<file path="config.mk">
export PLATFORM = sky130hd
export DESIGN_NAME = fspc_top
export DESIGN_NICKNAME = d
export VERILOG_FILES = /design/src/verilog/fspc_pkg.sv /design/src/verilog/fspc_prog_timer.sv /design/src/verilog/fspc_top.sv
export VERILOG_INCLUDE_DIRS = /design/src /design/src/verilog
export SDC_FILE = /design/constraint.sdc
export NUM_CORES = 1
export LEC_CHECK = 0
export ABC_AREA = 1
export BUFFER_PORTS_ARGS = -buffer_cell sky130_fd_sc_hd__buf_4
export CAP_MARGIN = 15
export CORE_MARGIN = 3
export CORE_UTILIZATION = 55
export DETAILED_ROUTE_END_ITERATION = 7
export HOLD_SLACK_MARGIN = 0.02
export PLACE_DENSITY = 0.95
export SYNTH_ARGS = -nofsm -noshare
export SYNTH_HDL_FRONTEND = slang
export SYNTH_SLANG_ARGS = --single-unit
</file>
<file path="constraint.sdc">
create_clock -name clk_i -period 2.7 [get_ports clk_i]
set_clock_uncertainty 0.05 [all_clocks]
set_input_delay 0.54 -clock clk_i [delete_from_list [all_inputs] [get_ports clk_i]]
set_output_delay 0.54 -clock clk_i [all_outputs]
set_load 0.005 [all_outputs]
</file>
<file path="src/verilog/fspc_consts.svh">
// Offsets, field positions, reset values and timing counts of the sequencer
`ifndef FSPC_CONSTS_SVH
`define FSPC_CONSTS_SVH

// Control/status register addresses
`define FSPC_CSR_DATA_OFS 8'h57
`define FSPC_IO_SHIFT 8'h20
`define FSPC_CSR_IO_OFS 8'h37
`define FSPC_CSR_RESET 8'h00

// Control/status bit positions
`define FSPC_BIT_IE 7
`define FSPC_BIT_BUSY 6
`define FSPC_BIT_SIG 5
`define FSPC_BIT_RWWRE 4

// Legal command combinations of the five low bits
`define FSPC_CMD_RWWRE 5'h11
`define FSPC_CMD_LOCK 5'h09
`define FSPC_CMD_WRITE 5'h05
`define FSPC_CMD_ERASE 5'h03
`define FSPC_CMD_LOAD 5'h01

// Command windows in core cycles
`define FSPC_SPM_WIN 3'h4
`define FSPC_LPM_MIN_LEFT 3'h2

// Programming time, rounded up from the minimum
`define FSPC_CLK_PERIOD_NS 40
`define FSPC_PROG_MIN_NS 3200000
`define FSPC_PROG_MAX_NS 3400000
`define FSPC_PROG_CYC \
    ((`FSPC_PROG_MIN_NS + `FSPC_CLK_PERIOD_NS - 1) / `FSPC_CLK_PERIOD_NS)

// Boot section start word addresses by fuse value
`define FSPC_BOOT_256 14'h3f00
`define FSPC_BOOT_512 14'h3e00
`define FSPC_BOOT_1K 14'h3c00
`define FSPC_BOOT_2K 14'h3800

// Section split
`define FSPC_RWW_END 14'h37ff
`define FSPC_STALLED_READ_SECTION_START 14'h3800
`define FSPC_STALLED_READ_SECTION_FIRST_PAGE 7'h70

// Pointer fields
`define FSPC_Z_PAGE_HI 12
`define FSPC_Z_PAGE_LO 6
`define FSPC_Z_WORD_HI 5
`define FSPC_Z_WORD_LO 1

// Lock and fuse read selects on the pointer low bits
`define FSPC_LOCK_RESET 8'hff
`define FSPC_ZSEL_FUSE_LO 2'h0
`define FSPC_ZSEL_LOCK 2'h1
`define FSPC_ZSEL_FUSE_EXT 2'h2
`define FSPC_ZSEL_FUSE_HI 2'h3

`endif

</file>
<file path="src/verilog/fspc_pkg.sv">
// Types of the flash self-program sequencer
package fspc_pkg;
    typedef enum logic [1:0] {
        FSPC_IDLE = 2'b00,
        FSPC_ARMED = 2'b01,
        FSPC_BUSY = 2'b11
    } fspc_state_t;

    typedef enum logic [2:0] {
        FSPC_M_LOAD = 3'h0,
        FSPC_M_ERASE = 3'h1,
        FSPC_M_WRITE = 3'h2,
        FSPC_M_LOCK = 3'h3,
        FSPC_M_RWWRE = 3'h4,
        FSPC_M_SIG = 3'h5
    } fspc_mode_t;
endpackage : fspc_pkg

</file>
<file path="src/verilog/fspc_prog_timer.sv">
// Programming-time counter for erase, write and lock operations
`include "fspc_consts.svh"

module fspc_prog_timer #(
    parameter int unsigned CYCLES = `FSPC_PROG_CYC
) (
    input wire logic clk_i,
    input wire logic rstn_i,
    input wire logic start_i,
    output logic busy_o,
    output logic done_o
);
    logic [16:0] cnt_r;

    // Load on start, count down to zero
    always_ff @(posedge clk_i or negedge rstn_i) begin
        if (!rstn_i) begin
            cnt_r <= 17'h00000;
        end else if (start_i) begin
            cnt_r <= 17'(CYCLES);
        end else if (cnt_r != 17'h00000) begin
            cnt_r <= cnt_r - 17'h00001;
        end
    end

    // Done is the last busy cycle
    assign busy_o = (cnt_r != 17'h00000);
    assign done_o = (cnt_r == 17'h00001);

    property p_prog_time;
        @(posedge clk_i) disable iff (!rstn_i)
        start_i |=> (cnt_r == 17'(CYCLES)) && busy_o;
    endproperty
    a_prog_time: assert property (p_prog_time)
        else $error("programming timer not loaded with full time");
endmodule : fspc_prog_timer

</file>
<file path="src/verilog/fspc_top.sv">
// Flash self-program control/status logic facing the processor core
`include "fspc_consts.svh"

module fspc_top #(
    parameter int unsigned PROG_CYCLES = `FSPC_PROG_CYC
) (
    input wire logic clk_i,
    input wire logic rstn_i,
    input wire logic wr_en_i,
    input wire logic rd_en_i,
    input wire logic io_space_i,
    input wire logic [7:0] addr_i,
    input wire logic [7:0] wdata_i,
    output logic [7:0] rdata_o,
    input wire logic spm_i,
    input wire logic lpm_i,
    input wire logic [15:0] zptr_i,
    input wire logic [7:0] low_data_i,
    input wire logic [7:0] high_data_i,
    input wire logic gie_i,
    input wire logic [1:0] boot_size_fuse_i,
    input wire logic [7:0] fuse_low_i,
    input wire logic [7:0] fuse_high_i,
    input wire logic [7:0] fuse_ext_i,
    input wire logic [7:0] sig_data_i,
    output logic ready_irq_o,
    output logic cpu_stall_o,
    output logic rww_read_block_o,
    output logic [13:0] boot_start_o,
    output logic buf_load_o,
    output logic [4:0] buf_word_o,
    output logic [15:0] buf_data_o,
    output logic buf_abort_o,
    output logic erase_start_o,
    output logic write_start_o,
    output logic [6:0] page_o,
    output logic [7:0] lock_bits_o,
    output logic lpm_valid_o,
    output logic [7:0] lpm_data_o
);
    fspc_pkg::fspc_state_t state_r;
    fspc_pkg::fspc_mode_t mode_r;
    fspc_pkg::fspc_mode_t mode_nxt;
    logic ie_r;
    logic busy_flag_r;
    logic [5:0] ctrl_r;
    logic [2:0] win_r;
    logic buf_loaded_r;
    logic stalled_read_section_op_r;
    logic [7:0] lock_data_r;
    logic legal;
    logic csr_hit;
    logic accept;
    logic spm_take;
    logic lpm_take;
    logic expire;
    logic op_start;
    logic stalled_read_section_page;
    logic timer_busy;
    logic timer_done;
    logic [6:0] page_sel;

    // Both address spaces reach the one register
    assign csr_hit = io_space_i ? (addr_i == `FSPC_CSR_IO_OFS)
                                : (addr_i == `FSPC_CSR_DATA_OFS);

    // Command decode; signature needs the enable-only pattern
    always_comb begin
        mode_nxt = fspc_pkg::FSPC_M_LOAD;
        legal = 1'b1;
        case (wdata_i[4:0])
            `FSPC_CMD_LOAD: begin
                mode_nxt = wdata_i[`FSPC_BIT_SIG] ? fspc_pkg::FSPC_M_SIG
                                                  : fspc_pkg::FSPC_M_LOAD;
            end
            `FSPC_CMD_ERASE: mode_nxt = fspc_pkg::FSPC_M_ERASE;
            `FSPC_CMD_WRITE: mode_nxt = fspc_pkg::FSPC_M_WRITE;
            `FSPC_CMD_LOCK: mode_nxt = fspc_pkg::FSPC_M_LOCK;
            `FSPC_CMD_RWWRE: mode_nxt = fspc_pkg::FSPC_M_RWWRE;
            default: legal = 1'b0;
        endcase
    end

    // Commands are taken only when idle; a busy flash keeps its bits
    assign accept = wr_en_i && csr_hit && legal
                    && (state_r == fspc_pkg::FSPC_IDLE);
    assign spm_take = (state_r == fspc_pkg::FSPC_ARMED) && spm_i
                      && (win_r != 3'h0);
    assign lpm_take = (state_r == fspc_pkg::FSPC_ARMED) && lpm_i
                      && (win_r >= `FSPC_LPM_MIN_LEFT);
    // Bits 15:13 never reach any decode
    assign page_sel = zptr_i[`FSPC_Z_PAGE_HI:`FSPC_Z_PAGE_LO];
    assign stalled_read_section_page = (page_sel >= `FSPC_STALLED_READ_SECTION_FIRST_PAGE);
    assign op_start = spm_take && ((mode_r == fspc_pkg::FSPC_M_ERASE)
                      || (mode_r == fspc_pkg::FSPC_M_WRITE)
                      || (mode_r == fspc_pkg::FSPC_M_LOCK));
    assign expire = (state_r == fspc_pkg::FSPC_ARMED) && (win_r == 3'h1)
                    && !spm_take && !lpm_take;

    // Sequencer: a store in signature mode is swallowed
    always_ff @(posedge clk_i or negedge rstn_i) begin
        if (!rstn_i) begin
            state_r <= fspc_pkg::FSPC_IDLE;
        end else begin
            case (state_r)
                fspc_pkg::FSPC_IDLE: begin
                    if (accept) begin
                        state_r <= fspc_pkg::FSPC_ARMED;
                    end
                end
                fspc_pkg::FSPC_ARMED: begin
                    if (op_start) begin
                        state_r <= fspc_pkg::FSPC_BUSY;
                    end else if (spm_take
                                 && (mode_r != fspc_pkg::FSPC_M_SIG)) begin
                        state_r <= fspc_pkg::FSPC_IDLE;
                    end else if (lpm_take
                                 && ((mode_r == fspc_pkg::FSPC_M_SIG)
                                 || (mode_r == fspc_pkg::FSPC_M_LOCK))) begin
                        state_r <= fspc_pkg::FSPC_IDLE;
                    end else if (expire) begin
                        state_r <= fspc_pkg::FSPC_IDLE;
                    end
                end
                fspc_pkg::FSPC_BUSY: begin
                    if (timer_done) begin
                        state_r <= fspc_pkg::FSPC_IDLE;
                    end
                end
                default: state_r <= fspc_pkg::FSPC_IDLE;
            endcase
        end
    end

    // Mode and window counter from the write cycle
    always_ff @(posedge clk_i or negedge rstn_i) begin
        if (!rstn_i) begin
            mode_r <= fspc_pkg::FSPC_M_LOAD;
            win_r <= 3'h0;
        end else if (accept) begin
            mode_r <= mode_nxt;
            win_r <= `FSPC_SPM_WIN;
        end else if (win_r != 3'h0) begin
            win_r <= win_r - 3'h1;
        end
    end

    // Command bits; enable stays up through a timed operation
    always_ff @(posedge clk_i or negedge rstn_i) begin
        if (!rstn_i) begin
            ctrl_r <= 6'h00;
        end else if (accept) begin
            ctrl_r <= {(wdata_i[`FSPC_BIT_SIG]
                        && (wdata_i[4:0] == `FSPC_CMD_LOAD)), wdata_i[4:0]};
        end else if (timer_done || expire) begin
            ctrl_r <= 6'h00;
        end else if ((state_r == fspc_pkg::FSPC_ARMED) && !op_start
                     && ((spm_take && (mode_r != fspc_pkg::FSPC_M_SIG))
                     || (lpm_take && ((mode_r == fspc_pkg::FSPC_M_SIG)
                     || (mode_r == fspc_pkg::FSPC_M_LOCK))))) begin
            ctrl_r <= 6'h00;
        end
    end

    // Interrupt enable writes are taken at any time
    always_ff @(posedge clk_i or negedge rstn_i) begin
        if (!rstn_i) begin
            ie_r <= 1'b0;
        end else if (wr_en_i && csr_hit) begin
            ie_r <= wdata_i[`FSPC_BIT_IE];
        end
    end

    // Section busy: set by a concurrent-section erase or write, cleared only by a re-enable or buffer-load store
    always_ff @(posedge clk_i or negedge rstn_i) begin
        if (!rstn_i) begin
            busy_flag_r <= 1'b0;
        end else if (op_start && !stalled_read_section_page
                     && (mode_r != fspc_pkg::FSPC_M_LOCK)) begin
            busy_flag_r <= 1'b1;
        end else if (spm_take && ((mode_r == fspc_pkg::FSPC_M_RWWRE)
                     || (mode_r == fspc_pkg::FSPC_M_LOAD))) begin
            busy_flag_r <= 1'b0;
        end
    end

    // Buffer fill tracking; a new load beats an abort in the same cycle
    always_ff @(posedge clk_i or negedge rstn_i) begin
        if (!rstn_i) begin
            buf_loaded_r <= 1'b0;
            buf_abort_o <= 1'b0;
        end else begin
            buf_abort_o <= wr_en_i && csr_hit && buf_loaded_r
                           && wdata_i[`FSPC_BIT_RWWRE];
            if (spm_take && (mode_r == fspc_pkg::FSPC_M_LOAD)) begin
                buf_loaded_r <= 1'b1;
            end else if ((wr_en_i && csr_hit && wdata_i[`FSPC_BIT_RWWRE])
                         || (op_start
                         && (mode_r == fspc_pkg::FSPC_M_WRITE))) begin
                buf_loaded_r <= 1'b0;
            end
        end
    end

    // Strobes towards the flash array; data registers ignored for erase and write, lock takes the low byte, a buffer load both bytes
    always_ff @(posedge clk_i or negedge rstn_i) begin
        if (!rstn_i) begin
            buf_load_o <= 1'b0;
            buf_word_o <= 5'h00;
            buf_data_o <= 16'h0000;
            erase_start_o <= 1'b0;
            write_start_o <= 1'b0;
            page_o <= 7'h00;
            stalled_read_section_op_r <= 1'b0;
            lock_data_r <= `FSPC_LOCK_RESET;
        end else begin
            buf_load_o <= spm_take && (mode_r == fspc_pkg::FSPC_M_LOAD);
            erase_start_o <= op_start
                             && (mode_r == fspc_pkg::FSPC_M_ERASE);
            write_start_o <= op_start
                             && (mode_r == fspc_pkg::FSPC_M_WRITE);
            if (spm_take && (mode_r == fspc_pkg::FSPC_M_LOAD)) begin
                buf_word_o <= zptr_i[`FSPC_Z_WORD_HI:`FSPC_Z_WORD_LO];
                buf_data_o <= {high_data_i, low_data_i};
            end
            if (op_start) begin
                page_o <= page_sel;
                stalled_read_section_op_r <= stalled_read_section_page
                             && (mode_r != fspc_pkg::FSPC_M_LOCK);
                lock_data_r <= low_data_i;
            end
        end
    end

    // Lock bits program to zero when the lock write finishes
    always_ff @(posedge clk_i or negedge rstn_i) begin
        if (!rstn_i) begin
            lock_bits_o <= `FSPC_LOCK_RESET;
        end else if (timer_done && (mode_r == fspc_pkg::FSPC_M_LOCK)) begin
            lock_bits_o <= lock_bits_o & lock_data_r;
        end
    end

    // Special load results; pointer bits 1:0 pick the lock or fuse byte
    always_ff @(posedge clk_i or negedge rstn_i) begin
        if (!rstn_i) begin
            lpm_valid_o <= 1'b0;
            lpm_data_o <= 8'h00;
        end else begin
            lpm_valid_o <= lpm_take && ((mode_r == fspc_pkg::FSPC_M_SIG)
                           || (mode_r == fspc_pkg::FSPC_M_LOCK));
            if (lpm_take && (mode_r == fspc_pkg::FSPC_M_SIG)) begin
                lpm_data_o <= sig_data_i;
            end else if (lpm_take && (mode_r == fspc_pkg::FSPC_M_LOCK)) begin
                case (zptr_i[1:0])
                    `FSPC_ZSEL_LOCK: lpm_data_o <= lock_bits_o;
                    `FSPC_ZSEL_FUSE_HI: lpm_data_o <= fuse_high_i;
                    `FSPC_ZSEL_FUSE_EXT: lpm_data_o <= fuse_ext_i;
                    default: lpm_data_o <= fuse_low_i;
                endcase
            end
        end
    end

    // Register read and boot start decode, both from flops
    always_ff @(posedge clk_i or negedge rstn_i) begin
        if (!rstn_i) begin
            rdata_o <= `FSPC_CSR_RESET;
            boot_start_o <= `FSPC_BOOT_256;
        end else begin
            rdata_o <= (rd_en_i && csr_hit) ? {ie_r, busy_flag_r, ctrl_r}
                                             : 8'h00;
            case (boot_size_fuse_i)
                2'b11: boot_start_o <= `FSPC_BOOT_256;
                2'b10: boot_start_o <= `FSPC_BOOT_512;
                2'b01: boot_start_o <= `FSPC_BOOT_1K;
                default: boot_start_o <= `FSPC_BOOT_2K;
            endcase
        end
    end

    fspc_prog_timer #(
        .CYCLES(PROG_CYCLES)
    ) u_timer (
        .clk_i(clk_i),
        .rstn_i(rstn_i),
        .start_i(op_start),
        .busy_o(timer_busy),
        .done_o(timer_done)
    );

    // Stall only while the array is busy in the stalled section
    assign cpu_stall_o = (state_r == fspc_pkg::FSPC_BUSY) && stalled_read_section_op_r
                         && timer_busy;
    assign rww_read_block_o = busy_flag_r;
    assign ready_irq_o = ie_r && gie_i && !ctrl_r[0];

    property p_boot_start;
        @(posedge clk_i) disable iff (!rstn_i)
        ##1 boot_start_o == (($past(boot_size_fuse_i) == 2'b11) ? 14'h3f00
            : ($past(boot_size_fuse_i) == 2'b10) ? 14'h3e00
            : ($past(boot_size_fuse_i) == 2'b01) ? 14'h3c00 : 14'h3800);
    endproperty
    a_boot_start: assert property (p_boot_start)
        else $error("boot start address wrong for fuse");

    property p_io_read;
        @(posedge clk_i) disable iff (!rstn_i)
        (rd_en_i && io_space_i && addr_i == 8'h37)
        |=> rdata_o == {$past(ie_r), $past(busy_flag_r), $past(ctrl_r)};
    endproperty
    a_io_read: assert property (p_io_read)
        else $error("register not readable at I/O address");

    property p_load_word;
        @(posedge clk_i) disable iff (!rstn_i)
        (spm_take && mode_r == fspc_pkg::FSPC_M_LOAD) |=> buf_load_o
        && buf_word_o == $past(zptr_i[5:1])
        && buf_data_o == {$past(high_data_i), $past(low_data_i)};
    endproperty
    a_load_word: assert property (p_load_word)
        else $error("page buffer load word or data wrong");

    property p_rww_busy;
        @(posedge clk_i) disable iff (!rstn_i)
        (op_start && mode_r == fspc_pkg::FSPC_M_ERASE && zptr_i[12:6] < 7'h70)
        |=> busy_flag_r && rww_read_block_o && erase_start_o;
    endproperty
    a_rww_busy: assert property (p_rww_busy)
        else $error("section busy not set by concurrent erase");

    property p_stall;
        @(posedge clk_i) disable iff (!rstn_i)
        (op_start && mode_r == fspc_pkg::FSPC_M_WRITE && zptr_i[12:6] >= 7'h70)
        |=> cpu_stall_o [*8];
    endproperty
    a_stall: assert property (p_stall)
        else $error("core not stalled during stalled-section write");

    property p_expire;
        @(posedge clk_i) disable iff (!rstn_i)
        accept ##1 (!spm_i && !lpm_i) [*4] |=> ctrl_r == 6'h00
        && state_r == fspc_pkg::FSPC_IDLE;
    endproperty
    a_expire: assert property (p_expire)
        else $error("command bits not cleared after window");

    property p_enable_held;
        @(posedge clk_i) disable iff (!rstn_i)
        op_start |=> (ctrl_r[0] && !ready_irq_o) [*8];
    endproperty
    a_enable_held: assert property (p_enable_held)
        else $error("enable bit dropped during operation");

    property p_illegal;
        @(posedge clk_i) disable iff (!rstn_i)
        (wr_en_i && csr_hit && !legal && state_r == fspc_pkg::FSPC_IDLE)
        |=> $stable(ctrl_r) && state_r == fspc_pkg::FSPC_IDLE;
    endproperty
    a_illegal: assert property (p_illegal)
        else $error("undefined command combination had an effect");

    property p_abort;
        @(posedge clk_i) disable iff (!rstn_i)
        (wr_en_i && csr_hit && wdata_i[4] && buf_loaded_r)
        |=> buf_abort_o;
    endproperty
    a_abort: assert property (p_abort)
        else $error("buffer load not aborted by read-enable write");

    property p_irq;
        @(posedge clk_i) disable iff (!rstn_i)
        (state_r == fspc_pkg::FSPC_BUSY) |-> !ready_irq_o;
    endproperty
    a_irq: assert property (p_irq)
        else $error("ready interrupt raised while flash busy");
endmodule : fspc_top

</file>
==> results of run 1 <==
[cells in the final DEF, fill, tap and decap left out, types with 10 or more instances in the layout]
cell / netlist / layout
a21oi_1: 18 / 18
buf_4: 14 / 149
clkbuf_8: 0 / 10
conb_1: 2 / 11
dfrtp_1: 84 / 84
dfstp_2: 19 / 19
inv_1: 62 / 62
nand2_1: 189 / 189
nand3_1: 22 / 22
nand4_1: 10 / 10
nor2_1: 62 / 62
o21ai_0: 11 / 11
o21ai_1: 21 / 21
[metrics by stage]
step                      std cells  cell area [sq um]  worst slack (ps)  util [%]
after floorplan                 610               5059             896.1         -
after global placement          844               6175             492.1     70.12
after detailed placement        844               6175             350.6     70.12
after CTS                       860               6364             310.9     72.26
after global routing            860               6364             106.4     72.26
final                           860               6364             306.5     72.26
[worst min path at each step]
stage                                       endpoint  slack (ps)  cells past startpoint
after global routing           lpm_valid_o$_DFF_PN0_         110                      1
after detailed placement  lock_bits_o[6]$_DFFE_PN1P_         410                      1
after floorplan                buf_abort_o$_DFF_PN0_         190                      0
final                          lpm_valid_o$_DFF_PN0_          90                      1
after CTS                      lpm_valid_o$_DFF_PN0_         100                      1
after global placement    lock_bits_o[2]$_DFFE_PN1P_         410                      1
[state kept, by name, indices dropped and copies added (netlist names), 2 cells and up]
signal         count
boot_start_o       3
buf_data_o        16
buf_word_o         5
ctrl_r             6
lock_bits_o        8
lock_data_r        8
lpm_data_o         8
mode_r             3
page_o             7
rdata_o            8
state_r            2
u_timer.cnt_r     17
win_r              3
[power breakdown]
part           switching (uW)  total [uW]  internal (uW)
Clock                     558         932            374
Sequential                262        2130           1860
Combinational             832        1500            663
Total                    1650        4550           2900
[kinds of logic (layout without fill, tap and decap cells)]
logic type	count (synthesis)	in the layout	share of synthesized area (%)
other cells	2	11	0.1495
flops	103	103	51.77
compound gates	68	68	7.918
buf+inv	93	235	8.292
xor+xnor	8	8	1.394
fa+ha+maj	7	7	1.743
simple gates	320	320	28.74
[per-layer routing]
layer | GRT usage, % | vias to the layer above
li1 | - | 2162
met1 | 28.88 | 2134
met2 | 40.90 | 206
met3 | 4.132 | 37
met4 | 12.58 | 0
met5 | 0 | -
[worst max-delay path, delay by kind of cell, from the launching register on]
| kind | cells | cell delay (ps) |
|---|---|---|
| AND/OR/NAND/NOR | 5 | 770 |
| buffers and inverters | 3 | 490 |
| flip-flops | 1 | 400 |
| adder cells (fa/ha/maj) | 2 | 460 |
| AO/OA/AOI/OAI | 1 | 80 |
[area by class of cell]
type | instances | area share (%)
repair buffers | 150 | 17.89
clock inverters | 6 | 0.8061
flip-flops and latches | 103 | 40.88
clock buffers | 10 | 2.163
well taps | 108 | 2.123
inverters | 69 | 4.070
multi-input cells | 414 | 32.07
==> flow_metrics.env, run 1 <==
export IMPL_grt_max_degree=59
export IMPL_setup_tns_final_ps=0
export IMPL_synth_area_leaders="dfrtp_1 42%, nand2_1 14%, dfstp_2 9.9%"
export IMPL_place_congestion=0.9057
export IMPL_final_setup_viol_count=0
export IMPL_ys_warnings_count=0
export IMPL_synth_common_cells="189 x nand2_1, 84 x dfrtp_1, 62 x inv_1, 62 x nor2_1, 22 x nand3_1"
export IMPL_post_drt_via_cell_ratio=5.278
export IMPL_path_cells="inv_1 -> ha_1 -> ha_1 -> inv_1 -> nand2_1 -> nor2_4 -> nand2_2 -> nor2_4 -> inv_2 -> nand2_1 -> o21ai_1"
export IMPL_clockBufferDepth=2
export IMPL_insertion_delay_ps=370
export IMPL_cp_slowest_stage_delay_ps=400
export IMPL_r2r_slack_ps=310
export IMPL_diodes=0
export IMPL_maxSlewViolCount=0
export IMPL_power_density_nw_per_um2=715.4
export IMPL_ctsHoldBuffers=0
export IMPL_worstPathRequired_ps=2890
export IMPL_ys_types=38
export IMPL_wl_per_cell_um=14.30
export IMPL_startpoint_type="flop"
export IMPL_boundaryPins=164
export IMPL_arrival_ps=2580
export IMPL_synthArstFlopShare_pct=100.0
export IMPL_synth_top_area_cell="dfrtp_1"
export IMPL_avgSynthCellArea_sq_um=8.361
export IMPL_wl_met2_um=6064
export IMPL_grt_pass1_vias=4351
export IMPL_start_util_pct=57.06
export IMPL_wl_met1_um=4952
export IMPL_dieArea_sq_um=10320
export IMPL_antenna_found_initial=0
export IMPL_r2r_start="win_r[0]$_DFFE_PN0P_"
export IMPL_wl_um=12300
export IMPL_vias=4539
export IMPL_cts_buffers_inserted=9
export IMPL_post_cts_resized=0
export IMPL_synth_seq_cells=103
export IMPL_final_seq_area_sq_um=2601
export IMPL_totalPowerFinal_uw=4553
export IMPL_die_h_um=101.6
export IMPL_synth_edff_count=0
export IMPL_tightest_slew_ps=569.1
export IMPL_min_period_ps=2393
export IMPL_ant_nets=0
export IMPL_clk_pin_slew_ps=110
export IMPL_critPathLaunch="win_r[0]$_DFFE_PN0P_"
export IMPL_leakagePower_uw=0.003365
export IMPL_netlist_instances=601
export IMPL_nFillCells=632
export IMPL_post_cts_buffers=0
export IMPL_synth_top_area_share_pct=41.83
export IMPL_hold_viol=0
export IMPL_drt_pass1_iterations=5
export IMPL_vdd_drop_max_v=0.0004897
export IMPL_drc=0
export IMPL_drt_initial_drc_count=281
export IMPL_reg2reg_depth=11
export IMPL_cp_endpoint="buf_data_o[6]$_DFFE_PN0P_"
export IMPL_ys_flop_type="dfrtp_1"
export IMPL_slew_headroom_pct=62.06
export IMPL_regToRegEndpoint="buf_data_o[6]$_DFFE_PN0P_"
export IMPL_status="complete, no violations"
export IMPL_hpwl_um=9378
export IMPL_cts_root_buf="clkbuf_8"
export IMPL_whs_ps=88.64
export IMPL_cpMaxStageDelayCell="dfrtp_1"
export IMPL_seq_area_frac_synth_pct=51.77
export IMPL_gr_usage_all_layers_pct=23.91
export IMPL_fmax_ghz=0.4178
export IMPL_top_layer="met4"
export IMPL_multi_input_area_sq_um=2041
export IMPL_critPathKind="flop to flop"
export IMPL_end_kind="flop"
export IMPL_grt_setup_unrepaired="no"
export IMPL_cts_max_level=3
export IMPL_area_delta_synth_final_pct=26.64
export IMPL_synth_most_common_cell="nand2_1"
export IMPL_core_sq_um=8806
export IMPL_path_max_fanout=31
export IMPL_final_nets=844
export IMPL_portBuffers=148
export IMPL_drv_cap=0
export IMPL_cts_tree="built"
export IMPL_drive_gt1_share_pct=29.12
export IMPL_routed_wl_met3_um=871
export IMPL_fin_crit_sh_pct=88.65
export IMPL_fp_row_count=34
export IMPL_cts_sinks=103
export IMPL_die_w_um=101.6
export IMPL_hp_class="input port to async pin"
export IMPL_syn_cell_area_sq_um=5025
export IMPL_grt_pass1_wl_um=19480
export IMPL_gr_total_overflow=0
(Power assumes the default switching activity.)
==> inputs of run 2 (changes only) <==
CORE_UTILIZATION = 46   (was 55)
PLACE_DENSITY = 0.87   (was 0.95)
clock period = 1.9 ns   (was 2.7 ns; I/O delays follow)
==> flow_metrics.env, run 2 (same netlist as run 1, synthesis figures left out) <==
export IMPL_drt_pass1_iterations=5
export IMPL_top_register="u_timer.cnt_r"
export IMPL_cts_sinks=103
export IMPL_status="complete, but fails checks"
export IMPL_grt_pass1_wl_um=21080
export IMPL_boundaryPins=164
export IMPL_maxSlewViolCount=0
export IMPL_startpoint_type="flop"
export IMPL_dieArea_sq_um=12210
export IMPL_clockBufferDepth=2
export IMPL_ant_nets=0
export IMPL_start_util_pct=48.03
export IMPL_largest_reg_flops=17
export IMPL_antenna_found_initial=0
export IMPL_drt_initial_drc_count=387
export IMPL_drc=0
export IMPL_diodes=0
export IMPL_gr_total_overflow=0
export IMPL_reg2reg_depth=10
export IMPL_path_cells="nor2_2 -> nand2_2 -> nor2_4 -> nand3_2 -> nand3_2 -> inv_2 -> buf_6"
export IMPL_area_delta_synth_final_pct=36.85
export IMPL_violations="negative setup slack"
export IMPL_fin_crit_sh_pct=102.9
export IMPL_clk_pin_slew_ps=100
export IMPL_nFillCells=820
export IMPL_fin_cells=927
export IMPL_wl_um=13740
export IMPL_cp_slowest_stage_delay_ps=440
export IMPL_wl_per_cell_um=14.82
export IMPL_fp_row_count=37
export IMPL_min_period_ps=1954
export IMPL_final_nets=883
export IMPL_cp_num_buf_inv=2
export IMPL_post_drt_via_cell_ratio=5.117
export IMPL_cp_common_cell="nand3_2"
export IMPL_portBuffers=148
export IMPL_cts_buffers_inserted=9
export IMPL_worstPathRequired_ps=1470
export IMPL_drv_cap=0
export IMPL_path_max_fanout=4
export IMPL_cpMaxStageDelayCell="dfrtp_1"
export IMPL_whs_ps=72.02
export IMPL_arrival_ps=1520
export IMPL_vdd_drop_max_v=0.0006683
export IMPL_setup_ws_ps=-54.31
export IMPL_multi_input_area_sq_um=2157
export IMPL_power_density_nw_per_um2=1061
export IMPL_use_met2_pct=34.02
export IMPL_grt_max_degree=39
export IMPL_final_common_cell="nand2_1"
export IMPL_grt_use_met3_pct=4.603
export IMPL_busiest_layer="met2"
export IMPL_vias=4743
export IMPL_place_inst=885
export IMPL_critPathKind="flop to primary output"
export IMPL_drive_gt1_share_pct=36.16
export IMPL_layout_common_cells="183 x nand2_1, 181 x buf_4, 82 x dfrtp_1, 57 x nor2_1, 55 x inv_1"
export IMPL_leakagePower_uw=0.003590
export IMPL_cts_max_level=3
export IMPL_insertion_delay_ps=380
export IMPL_crit_family="simple AND/OR/NAND/NOR gates"
export IMPL_die_w_um=110.5
export IMPL_die_h_um=110.5
export IMPL_gr_usage_all_layers_pct=20.90
export IMPL_grt_use_met1_pct=27.54
export IMPL_top_regs="u_timer.cnt_r x17, buf_data_o x16"
export IMPL_path_depth=7
export IMPL_core_sq_um=10460
export IMPL_cts_root_buf="clkbuf_8"
export IMPL_place_congestion=0.9525
export IMPL_hold_viol=0
export IMPL_final_setup_viol_count=1
export IMPL_hpwl_um=9416
export IMPL_grt_pass1_vias=4452
export IMPL_cts_tree="built"
export IMPL_end_kind="primary output"
export IMPL_worstHoldPathCells=1
export IMPL_fmax_ghz=0.5117
export IMPL_hp_class="input port to flop"
export IMPL_grt_setup_unrepaired="yes"
export IMPL_final_seq_area_sq_um=2604
[run 2: changes by cell type in the layout (fill, tap and decap cells not counted), moves of 3 or more]
cell / previous run / this run
buf_12: 1 / 4
inv_1: 62 / 55
nand2_2: 4 / 9
ha_1: 7 / 3
nor2_1: 62 / 57
nand3_2: 1 / 5
nand2_1: 189 / 183
ha_4: 0 / 4
buf_4: 149 / 181
nand3_1: 22 / 18
inv_2: 7 / 12
inv_6: 1 / 4
nor2_2: 2 / 5
[run 2: layer usage]
layer	part of all wire (%)	wire [um]
met5	0	0
met4	2.1	291
met3	7.9	1079
met2	48	6598
met1	42	5769
[run 2: layout make-up]
type	count	area share [%]
clock buffers	9	1.801
well taps	136	2.475
clock inverters	7	0.7824
multi-input cells	414	31.37
flip-flops and latches	103	37.86
repair inverters	1	0.1274
inverters	69	3.985
repair buffers	188	21.60
[run 2: power breakdown]
part	total, uW	internal, uW	switching, uW
sequential	3010	2650	354
clock	1290	491	797
combinational	3000	1450	1550
total	7290	4600	2700
[run 2: worst register-to-register path, stage by stage (launching register included)]
cell and delay (ps):
dfrtp_1 410, inv_2 90, buf_4 100, buf_4 120, ha_4 150, inv_2 50
nor3_4 220, inv_1 60, nor2_1 260, xnor2_1 180, nor3_1 60
[run 2: repair_timing]
| item | CTS | global route |
|---|---|---|
| hold buffers | 1 | 0 |
| gates resized for setup | 17 | 29 |
| buffers inserted | 10 | 13 |
| gates cloned | 0 | 2 |
| endpoints found under the hold margin | 27 | 0 |
| setup endpoints to repair | 41 | 65 |
| pin swaps | 4 | 11 |
[run 2: path summary, 6_finish.rpt]
path / start / slack (ps) / end
max: u_timer.cnt_r[10]$_DFFE_PN0P_ / -50 / cpu_stall_o
min: boot_size_fuse_i[1] / 70 / boot_start_o[9]$_DFF_PN1_
max reg2reg: u_timer.cnt_r[0]$_DFFE_PN0P_ / 30 / u_timer.cnt_r[8]$_DFFE_PN0P_
min reg2reg: buf_data_o[12]$_DFFE_PN0P_ / 430 / buf_data_o[12]$_DFFE_PN0P_
max in group asynchronous: rstn_i / 740 / lock_data_r[0]$_DFFE_PN1N_
min in group asynchronous: rstn_i / 470 / u_timer.cnt_r[11]$_DFFE_PN0P_
[run 2: stage by stage]
step                      instance area, sq um  util (%)  TNS [ps]  total power [uW]  setup slack (ps)
after floorplan                           5059         -         0              4298             96.12
after global placement                    6320     60.40         0              5121             21.29
after detailed placement                  6320     60.40    -831.2              5214            -64.93
after CTS                                 6631     63.38    -67.81              6736            -67.81
after global routing                      6877     65.73    -276.5              7794            -169.6
final                                     6877     65.73    -54.31              7295            -54.31
